### src/vchl_pkg.sv
// constants and types shared by the channel capability register bank
package vchl_pkg;

    // byte addresses (low 12 bits of haddr)
    localparam logic [11:0] ADDR_HDR0     = 12'h11C;
    localparam logic [11:0] ADDR_HDR1     = 12'h120;
    localparam logic [11:0] ADDR_HDR2     = 12'h124;
    localparam logic [11:0] ADDR_HDR3     = 12'h128;
    localparam logic [11:0] ADDR_CAPHDR   = 12'h140;
    localparam logic [11:0] ADDR_CAP1     = 12'h144;
    localparam logic [11:0] ADDR_CAP2     = 12'h148;
    localparam logic [11:0] ADDR_CTRL     = 12'h14C;
    localparam logic [11:0] ADDR_TBL      = 12'h170;
    localparam logic [11:0] ADDR_IRQ_STAT = 12'h180;
    localparam logic [11:0] ADDR_IRQ_MASK = 12'h184;

    // capability header fields
    localparam logic [15:0] CAP_ID        = 16'h0002;
    localparam logic [3:0]  CAP_VER       = 4'h1;
    localparam logic [11:0] CAP_NEXT      = 12'h20C;

    // capability one fields
    localparam logic [1:0]  REF_CLK       = 2'h0;
    localparam logic [1:0]  ENTRY_SIZE    = 2'h2;
    localparam logic [2:0]  EXT_CNT_RST   = 3'h0;
    localparam logic [2:0]  LP_CNT_RST    = 3'h0;

    // capability two fields, chosen by the extended count low bit
    localparam logic [7:0]  ARB_CAP_ON    = 8'h03;
    localparam logic [7:0]  ARB_CAP_OFF   = 8'h00;
    localparam logic [7:0]  TBL_OFS_ON    = 8'h03;
    localparam logic [7:0]  TBL_OFS_OFF   = 8'h00;

    // control and status fields
    localparam int          CTRL_LOAD_BIT = 0;
    localparam int          CTRL_SEL_LSB  = 1;
    localparam int          STAT_TBL_BIT  = 16;
    localparam logic [2:0]  SEL_RST       = 3'h0;
    localparam logic [2:0]  SEL_MAX       = 3'h1;

    // arbitration table: 32 phases of 4 bits
    localparam int          TBL_WORDS     = 4;

    // interrupt status and mask layout
    localparam int          IRQ_HDR_BIT   = 0;
    localparam int          IRQ_LOAD_BIT  = 1;
    localparam int          IRQ_W         = 2;
    localparam logic [1:0]  IRQ_RST       = 2'h0;

    // strap settle: cycles after reset release before sampling
    localparam logic [1:0]  STRAP_SETTLE  = 2'h2;

    typedef enum logic [1:0] {
        BUS_IDLE,
        BUS_WRITE,
        BUS_READ,
        BUS_RDATA
    } vchl_bus_state_type;

endpackage

### src/vchl_regs.sv
// channel capability and header log register bank on AHB-Lite
`timescale 1ns/100ps
module vchl_regs (
    // clock and resets
    input  wire logic         hclk,
    input  wire logic         hresetn,
    input  wire logic         por_n,
    // ahb-lite slave
    input  wire logic         hsel,
    input  wire logic [31:0]  haddr,
    input  wire logic [1:0]   htrans,
    input  wire logic         hwrite,
    input  wire logic [2:0]   hsize,
    input  wire logic [31:0]  hwdata,
    input  wire logic         hready,
    output logic      [31:0]  hrdata,
    output logic              hreadyout,
    output logic              hresp,
    // strap pin and configuration autoload
    input  wire logic         second_channel_strap,
    input  wire logic         autoload_valid,
    input  wire logic [2:0]   autoload_ext_count,
    input  wire logic [2:0]   autoload_lp_count,
    // error events
    input  wire logic         err_valid,
    input  wire logic         err_masked,
    input  wire logic [127:0] err_header,
    output logic              err_report,
    // arbiter hand-off
    output logic              arb_load,
    output logic      [2:0]   arb_scheme,
    output logic      [127:0] arb_table,
    output logic              arb_table_dirty,
    input  wire logic         arb_load_done,
    // interrupt
    output logic              irq
);

    localparam int TW = vchl_pkg::TBL_WORDS;

    vchl_pkg::vchl_bus_state_type bus_r;
    vchl_pkg::vchl_bus_state_type bus_nxt;

    // bus front end
    logic [11:0]  addr_r;
    logic [31:0]  hrdata_r;
    logic         hready_r;
    logic         hresp_r;

    // capability counts and strap
    logic [2:0]   ext_cnt_r;
    logic [2:0]   ext_cnt_nxt;
    logic [2:0]   lp_cnt_r;
    logic [2:0]   lp_cnt_nxt;
    logic         strap_s1_r;
    logic         strap_s2_r;
    logic [1:0]   strap_cnt_r;
    logic         strap_done_r;

    // arbitration control and table
    logic [2:0]   sel_r;
    logic [2:0]   sel_nxt;
    logic         load_r;
    logic         load_pend_r;
    logic         load_pend_nxt;
    logic         tbl_stat_r;
    logic         tbl_stat_nxt;
    logic [31:0]  tbl_r [TW];
    logic [31:0]  ctrl_word;

    // interrupt
    logic [1:0]   irq_stat_r;
    logic [1:0]   irq_stat_nxt;
    logic [1:0]   irq_mask_r;
    logic         irq_r;
    logic [1:0]   irq_ev;

    // header log from the capture block
    logic [127:0] hdr_log;
    logic         hdr_captured;

    // address phase
    wire          req     = hsel & htrans[1] & hready;
    wire          wr_data = (bus_r == vchl_pkg::BUS_WRITE);
    wire          rd_fill = (bus_r == vchl_pkg::BUS_READ);

    // decode on the latched address
    wire          sel_hdr0 = addr_r == vchl_pkg::ADDR_HDR0;
    wire          sel_hdr1 = addr_r == vchl_pkg::ADDR_HDR1;
    wire          sel_hdr2 = addr_r == vchl_pkg::ADDR_HDR2;
    wire          sel_hdr3 = addr_r == vchl_pkg::ADDR_HDR3;
    wire          sel_caph = addr_r == vchl_pkg::ADDR_CAPHDR;
    wire          sel_cap1 = addr_r == vchl_pkg::ADDR_CAP1;
    wire          sel_cap2 = addr_r == vchl_pkg::ADDR_CAP2;
    wire          sel_ctrl = addr_r == vchl_pkg::ADDR_CTRL;
    wire          sel_ista = addr_r == vchl_pkg::ADDR_IRQ_STAT;
    wire          sel_imsk = addr_r == vchl_pkg::ADDR_IRQ_MASK;
    // the table exists only while the offset field points at it
    wire          tbl_on   = ext_cnt_r[0];
    wire          sel_tbl  = tbl_on &
                  (addr_r[11:4] == vchl_pkg::ADDR_TBL[11:4]);
    wire [1:0]    tbl_idx  = addr_r[3:2];

    wire          wr_ctrl  = wr_data & sel_ctrl;
    wire          wr_tbl   = wr_data & sel_tbl;
    wire          wr_ista  = wr_data & sel_ista;
    wire          wr_imsk  = wr_data & sel_imsk;

    // register images
    wire [31:0]   caph_word = {vchl_pkg::CAP_NEXT, vchl_pkg::CAP_VER,
                               vchl_pkg::CAP_ID};
    wire [31:0]   cap1_word = {20'h00000, vchl_pkg::ENTRY_SIZE,
                               vchl_pkg::REF_CLK, 1'b0, lp_cnt_r,
                               1'b0, ext_cnt_r};
    wire [7:0]    arb_cap   = tbl_on ? vchl_pkg::ARB_CAP_ON
                                     : vchl_pkg::ARB_CAP_OFF;
    wire [7:0]    tbl_ofs   = tbl_on ? vchl_pkg::TBL_OFS_ON
                                     : vchl_pkg::TBL_OFS_OFF;
    wire [31:0]   cap2_word = {tbl_ofs, 16'h0000, arb_cap};
    // load bit always reads 0; fields placed by their package positions
    always_comb
    begin
        ctrl_word = 32'h00000000;
        ctrl_word[vchl_pkg::CTRL_SEL_LSB +: 3] = sel_r;
        ctrl_word[vchl_pkg::STAT_TBL_BIT]      = tbl_stat_r;
    end
    wire [31:0]   ista_word = {30'h00000000, irq_stat_r};
    wire [31:0]   imsk_word = {30'h00000000, irq_mask_r};

    wire [31:0]   rd_mux =
        ({32{sel_hdr0}} & hdr_log[31:0])   |
        ({32{sel_hdr1}} & hdr_log[63:32])  |
        ({32{sel_hdr2}} & hdr_log[95:64])  |
        ({32{sel_hdr3}} & hdr_log[127:96]) |
        ({32{sel_caph}} & caph_word)       |
        ({32{sel_cap1}} & cap1_word)       |
        ({32{sel_cap2}} & cap2_word)       |
        ({32{sel_ctrl}} & ctrl_word)       |
        ({32{sel_tbl}}  & tbl_r[tbl_idx])  |
        ({32{sel_ista}} & ista_word)       |
        ({32{sel_imsk}} & imsk_word);

    // out-of-range scheme values fall back to the default scheme
    wire [2:0]    sel_wr = hwdata[vchl_pkg::CTRL_SEL_LSB +: 3];
    wire          sel_ok = sel_wr <= vchl_pkg::SEL_MAX;
    assign sel_nxt = wr_ctrl ? (sel_ok ? sel_wr : vchl_pkg::SEL_RST)
                             : sel_r;
    wire          load_wr = wr_ctrl & hwdata[vchl_pkg::CTRL_LOAD_BIT];

    // a table write in the finishing cycle keeps the status set
    wire          load_fin = load_pend_r & arb_load_done;
    assign load_pend_nxt = load_wr | (load_pend_r & ~arb_load_done);
    assign tbl_stat_nxt  = wr_tbl | (tbl_stat_r & ~load_fin);

    // sticky interrupt bits; a new event beats a clearing write
    assign irq_ev = (2'(hdr_captured) << vchl_pkg::IRQ_HDR_BIT) |
                    (2'(load_fin) << vchl_pkg::IRQ_LOAD_BIT);
    wire [1:0]    irq_w1c = wr_ista ? hwdata[1:0] : 2'b00;
    assign irq_stat_nxt = (irq_stat_r & ~irq_w1c) | irq_ev;
    // registered, so the pin lags the status by one cycle
    wire          irq_hit = |(irq_stat_r & irq_mask_r);

    // strap is sampled once the synchroniser has settled
    wire          strap_take = ~strap_done_r &
                               (strap_cnt_r == vchl_pkg::STRAP_SETTLE);
    wire [1:0]    strap_cnt_nxt = strap_cnt_r + 2'h1;
    assign ext_cnt_nxt = autoload_valid ? autoload_ext_count :
                         strap_take ? {ext_cnt_r[2:1], strap_s2_r} :
                         ext_cnt_r;
    assign lp_cnt_nxt  = autoload_valid ? autoload_lp_count
                                        : lp_cnt_r;

    // reads take one wait state so a preceding write is visible
    always_comb
    begin
        bus_nxt = vchl_pkg::BUS_IDLE;
        unique case (bus_r)
            vchl_pkg::BUS_READ:
                bus_nxt = vchl_pkg::BUS_RDATA;
            vchl_pkg::BUS_IDLE,
            vchl_pkg::BUS_WRITE,
            vchl_pkg::BUS_RDATA:
                if (req)
                begin
                    bus_nxt = hwrite ? vchl_pkg::BUS_WRITE
                                     : vchl_pkg::BUS_READ;
                end
        endcase
    end

    // next values of the bus outputs
    wire          hready_nxt = (bus_nxt != vchl_pkg::BUS_READ);
    wire [31:0]   hrdata_nxt = rd_fill ? rd_mux : 32'h00000000;
    wire          addr_take  = req & (bus_r != vchl_pkg::BUS_READ);

    // bus state and read data
    always_ff @(posedge hclk or negedge hresetn)
    begin
        if (!hresetn)
        begin
            bus_r    <= vchl_pkg::BUS_IDLE;
            addr_r   <= 12'h000;
            hrdata_r <= 32'h00000000;
            hready_r <= 1'b1;
            hresp_r  <= 1'b0;
        end
        else
        begin
            bus_r    <= bus_nxt;
            hresp_r  <= 1'b0;
            if (addr_take)
            begin
                addr_r <= haddr[11:0];
            end
            hready_r <= hready_nxt;
            hrdata_r <= hrdata_nxt;
        end
    end

    // strap synchroniser
    always_ff @(posedge hclk or negedge hresetn)
    begin
        if (!hresetn)
        begin
            strap_s1_r   <= 1'b0;
            strap_s2_r   <= 1'b0;
            strap_cnt_r  <= 2'h0;
            strap_done_r <= 1'b0;
        end
        else
        begin
            strap_s1_r <= second_channel_strap;
            strap_s2_r <= strap_s1_r;
            if (!strap_done_r)
            begin
                strap_cnt_r <= strap_cnt_nxt;
            end
            strap_done_r <= strap_done_r | strap_take;
        end
    end

    // capability counts and arbitration control
    always_ff @(posedge hclk or negedge hresetn)
    begin
        if (!hresetn)
        begin
            ext_cnt_r   <= vchl_pkg::EXT_CNT_RST;
            lp_cnt_r    <= vchl_pkg::LP_CNT_RST;
            sel_r       <= vchl_pkg::SEL_RST;
            load_r      <= 1'b0;
            load_pend_r <= 1'b0;
            tbl_stat_r  <= 1'b0;
        end
        else
        begin
            ext_cnt_r   <= ext_cnt_nxt;
            lp_cnt_r    <= lp_cnt_nxt;
            sel_r       <= sel_nxt;
            load_r      <= load_wr;
            load_pend_r <= load_pend_nxt;
            tbl_stat_r  <= tbl_stat_nxt;
        end
    end

    // arbitration table storage, one word per eight phases
    genvar w;
    generate
        for (w = 0; w < TW; w = w + 1)
        begin : g_tbl
            always_ff @(posedge hclk or negedge hresetn)
            begin
                if (!hresetn)
                begin
                    tbl_r[w] <= 32'h00000000;
                end
                else if (wr_tbl && tbl_idx == 2'(w))
                begin
                    tbl_r[w] <= hwdata;
                end
            end
            assign arb_table[32*w +: 32] = tbl_r[w];
        end
    endgenerate

    // interrupt status, mask and output
    always_ff @(posedge hclk or negedge hresetn)
    begin
        if (!hresetn)
        begin
            irq_stat_r <= vchl_pkg::IRQ_RST;
            irq_mask_r <= vchl_pkg::IRQ_RST;
            irq_r      <= 1'b0;
        end
        else
        begin
            irq_stat_r <= irq_stat_nxt;
            if (wr_imsk)
            begin
                irq_mask_r <= hwdata[1:0];
            end
            irq_r <= irq_hit;
        end
    end

    vchl_capture u_capture (
        .hclk         (hclk),
        .por_n        (por_n),
        .err_valid    (err_valid),
        .err_masked   (err_masked),
        .err_header   (err_header),
        .hdr_log      (hdr_log),
        .hdr_captured (hdr_captured),
        .err_report   (err_report)
    );

    assign hrdata          = hrdata_r;
    assign hreadyout       = hready_r;
    assign hresp           = hresp_r;
    assign arb_load        = load_r;
    assign arb_scheme      = sel_r;
    assign arb_table_dirty = tbl_stat_r;
    assign irq             = irq_r;

endmodule

### src/vchl_capture.sv
// sticky capture of the logged packet header
`timescale 1ns/100ps
module vchl_capture (
    // clock and power-on reset
    input  wire logic         hclk,
    input  wire logic         por_n,
    // error event from the port logic
    input  wire logic         err_valid,
    input  wire logic         err_masked,
    input  wire logic [127:0] err_header,
    // captured header and reports
    output logic      [127:0] hdr_log,
    output logic              hdr_captured,
    output logic              err_report
);

    logic [127:0] hdr_r;
    logic [127:0] hdr_nxt;
    logic         cap_r;
    logic         rep_r;
    wire          take = err_valid & ~err_masked;

    // byte k of the header arrives in bits 8k+7:8k; byte 4w lands in
    // the top lane of word w
    genvar b;
    generate
        for (b = 0; b < 16; b = b + 1)
        begin : g_byte
            assign hdr_nxt[32*(b/4) + 8*(3-(b%4)) +: 8] =
                err_header[8*b +: 8];
        end
    endgenerate

    // only power-on clears the log, so it survives a port reset
    always_ff @(posedge hclk or negedge por_n)
    begin
        if (!por_n)
        begin
            hdr_r <= '0;
            cap_r <= 1'b0;
            rep_r <= 1'b0;
        end
        else
        begin
            if (take)
            begin
                hdr_r <= hdr_nxt;
            end
            cap_r <= take;
            rep_r <= take;
        end
    end

    assign hdr_log      = hdr_r;
    assign hdr_captured = cap_r;
    assign err_report   = rep_r;

endmodule

### config.mk
export PLATFORM = sky130hd
export DESIGN_NAME = vchl_regs
export DESIGN_NICKNAME = d
export VERILOG_FILES = /design/src/vchl_pkg.sv /design/src/vchl_regs.sv /design/src/vchl_capture.sv
export SDC_FILE = /design/constraint.sdc
export NUM_CORES = 1
export LEC_CHECK = 0
export BUFFER_PORTS_ARGS = -buffer_cell sky130_fd_sc_hd__buf_4
export CAP_MARGIN = 5
export CORE_UTILIZATION = 53
export DETAILED_ROUTE_END_ITERATION = 10
export PLACE_DENSITY = 0.8
export RECOVER_POWER = 50
export REMOVE_ABC_BUFFERS = 1
export SYNTH_ARGS = -nofsm -noshare
export SYNTH_HDL_FRONTEND = slang
export SYNTH_HIERARCHICAL = 1
export SYNTH_SLANG_ARGS = --single-unit
### constraint.sdc
create_clock -name hclk -period 3.15 [get_ports hclk]
set_input_delay 0.315 -clock hclk [delete_from_list [all_inputs] [get_ports hclk]]
set_output_delay 0.315 -clock hclk [all_outputs]
set_load 0.05 [all_outputs]
==> impl_metrics.json <==
{
  "slew_headroom_pct": -46.0,
  "place.gp.congestion": 0.880,
  "syn_avg_cell_area_sq_um": 15.0,
  "synthMuxAreaShare_pct": 29.5,
  "synth-edff-count": 0,
  "ys_seq_elements": 326,
  "clock_skew_ns": 0.00983,
  "slew_violations": 49,
  "path_clk_slew_ns": 0.06,
  "first_iter_violations": 583,
  "area_growth_pct": 24.4,
  "synth-xor-area-share_pct": 0.0597,
  "cts_buffers": 37,
  "crit_required_ns": 3.53,
  "synth-adder-area-share_pct": 0.0853,
  "nNetsFinal": 1554,
  "min_path_cells": 2,
  "clkSinkCount": 326,
  "cts_setup_buffers": 0,
  "initial_core_util_pct": 54.3,
  "min_path_type": "input port to flip-flop",
  "violations": "max-capacitance violations, max-slew violations",
  "antenna_found_initial": 5,
  "status": "complete, but fails checks",
  "vias_per_cell": 5.77,
  "yosys-top-cells-count": "dfrtp_1, mux2_2, mux2_4, nand2_1, a22oi_1",
  "antenna_left": 0,
  "synth_top_family_by_area": "multiplexers",
  "worst_r2r_path_depth": 6,
  "period_needed_ns": 2.63,
  "die-width_um": 168,
  "synth_area_leaders": "dfrtp_1, mux2_2, mux2_4, mux4_2, a22oi_1",
  "slowest_stage": "nor2b_1",
  "end_kind": "flip-flop",
  "wire_per_inst_um": 24.1,
  "p_per_area_nw_per_um2": 587,
  "yosysMostFrequentCell": "dfrtp_1",
  "rsz0062_at_grt": "no",
  "critPathKind": "input port to flip-flop",
  "netlist_area_sq_um": 14700,
  "fill_cells": 2042,
  "arrival_ns": 3.01,
  "synthCells": 976,
  "ys_async_sr_fraction_pct": 100,
  "total_power_mw": 10.7,
  "setup_violations": 0,
  "cts_resized": 0,
  "cts_tree": "yes",
  "worst_pin_slew_ns": 2.19,
  "vdd_drop_max_uv": 380,
  "die_y_um": 168,
  "drc_errors": 0,
  "port_buffers": 357,
  "yosys.area.top_type": "dfrtp_1",
  "max_stage_delay_ns": 1.60,
  "synthSimpleGateAreaFrac_pct": 4.23,
  "synth.distinct_cells": 56,
  "maxCapViolCount": 2,
  "h-tree-depth": 2,
  "cts_hold_buf": 3,
  "period_share_pct": 83.6,
  "synth_compound_area_share_pct": 6.64,
  "grt_pass1_wl_um": 63800,
  "max_freq_mhz": 380,
  "yosys_warnings": 6,
  "fin_area_sq_um": 18300,
  "grt_max_degree": 104,
  "crit_chain": "clkbuf_4 -> nor2b_1 -> clkbuf_1 -> mux2_1",
  "crit_fanout": 17,
  "drive_above_1_share_pct": 45.1,
  "start_kind": "input port",
  "root_buffer": "clkbuf_16",
  "grt_pass1_vias": 10600,
  "dp_hpwl_um": 28600,
  "clockBufferDepth": 3,
  "grt_overflow": 0,
  "synth_top_area_share_pct": 55.4,
  "ios": 383,
  "std_cell_rows": 60,
  "synth_ff_type": "dfrtp_1",
  "vias": 9862,
  "dpl_cell_area_sq_um": 17700,
  "dp.cells": 1638,
  "wirelength_um": 41300,
  "finalHoldViolCount": 0,
  "power.leakage_nw": 8.46,
  "finalNonFillerCells": 1709,
  "ys_seq_area_share_pct": 55.6,
  "die_area_sq_um": 28400,
  "coreArea_sq_um": 27000,
  "drt_pass1_iterations": 5,
  "grt_use_total_pct": 29.6,
  "insertion_delay_ns": 0.50
}
area by class of cell:
cell class	count	area, sq um	area share [%]
Sequential cell	326	8160	44.7
Multi-Input combinational cell	573	5670	31.1
Timing Repair Buffer	395	2760	15.1
Clock buffer	46	1020	5.59
Tap cell	341	427	2.34
Clock inverter	19	179	0.980
Inverter	6	22.5	0.123
Antenna cell	3	7.51	0.0411
flip-flops by register name (all words and copies together) (netlist names), 3 cells and up:
| register | flops |
|---|---|
| hrdata | 32 |
| lp_cnt_r | 3 |
| arb_table | 128 |
| ext_cnt_r | 3 |
| u_capture/hdr_log | 128 |
| addr_r | 12 |
| arb_scheme | 3 |
report_power, final:
group	switching, mW	internal (mW)
Combinational	0.882	0.768
Clock	1.71	2.54
Sequential	0.296	4.52
metal layers:
metal / track usage, % / wire [um] / up-vias
li1: - / - / 4316
met3: 6.06 / 2450 / 95
met1: 40.1 / 17700 / 5111
met4: 11.5 / 1420 / 4
met2: 47.1 / 19700 / 336
met5: 0 / 34 / -
critical path, delay by kind of cell:
| kind | cells | cell delay, ns |
|---|---|---|
| buffers and inverters | 2 | 0.70 |
| muxes | 1 | 0.39 |
| and+or+nand+nor | 1 | 1.60 |
metrics by stage:
| step | utilization, % | worst slack (ns) | hold WS, ns | setup TNS (ns) |
|---|---|---|---|---|
| final | 67.5 | 0.518 | 0.0246 | 0 |
| after global routing | 67.5 | 0.389 | 0.0129 | 0 |
| after CTS | 69.9 | 0.526 | 0.000993 | 0 |
| after detailed placement | 65.4 | 0.528 | 0.336 | 0 |
| after global placement | 65.4 | 0.598 | 0.336 | 0 |
| after floorplan | - | -1.67 | 0.0194 | -193.87 |
cell families (layout without fill, tap and decap cells):
| family | after synthesis | count (layout) |
|---|---|---|
| buffers and inverters | 77 | 466 |
| and+or+nand+nor | 113 | 113 |
| adders and majority gates | 1 | 1 |
| AOI/OAI and AO/OA | 137 | 137 |
| xor gates and xnor gates | 1 | 1 |
| muxes | 320 | 320 |
| other | 1 | 4 |
| DFF | 326 | 326 |
worst paths after layout:
check | slack [ns] | start | end
max reg2reg | 0.55 | addr_r[9]$_DFFE_PN0P_ | hrdata[18]$_DFF_PN0_
min in group asynchronous | 0.46 | por_n | u_capture/hdr_log[1]$_DFFE_PN0P_
max in group asynchronous | 1.78 | hresetn | arb_table[13]$_DFFE_PN0P_
min | 0.02 | err_header[58] | u_capture/hdr_log[34]$_DFFE_PN0P_
max | 0.52 | err_masked | u_capture/hdr_log[98]$_DFFE_PN0P_
min reg2reg | 0.36 | strap_s1_r$_DFF_PN0_ | strap_s2_r$_DFF_PN0_
cell usage in the layout (no fill, tap or decap), types with 3 or more instances in the layout:
cell / count
o2bb2ai_1: 17
nor2_1: 16
a222oi_1: 3
mux4_2: 32
mux2_2: 180
nor2b_1: 6
a221oi_1: 3
a21oi_1: 32
dfrtp_1: 323
buf_4: 290
inv_1: 6
mux2i_1: 6
a31oi_1: 6
clkinv_2: 13
mux2_4: 17
a22oi_1: 43
mux2_1: 85
buf_12: 9
clkbuf_16: 37
clkbuf_1: 92
clkbuf_8: 7
diode_2: 3
o21ai_0: 10
nand2_1: 48
nand2b_1: 3
a22o_1: 10
a21o_1: 7
bufinv_16: 3
dlygate4sd3_1: 3
nand3_1: 8
Note: power is estimated with default switching activity, not from simulation.
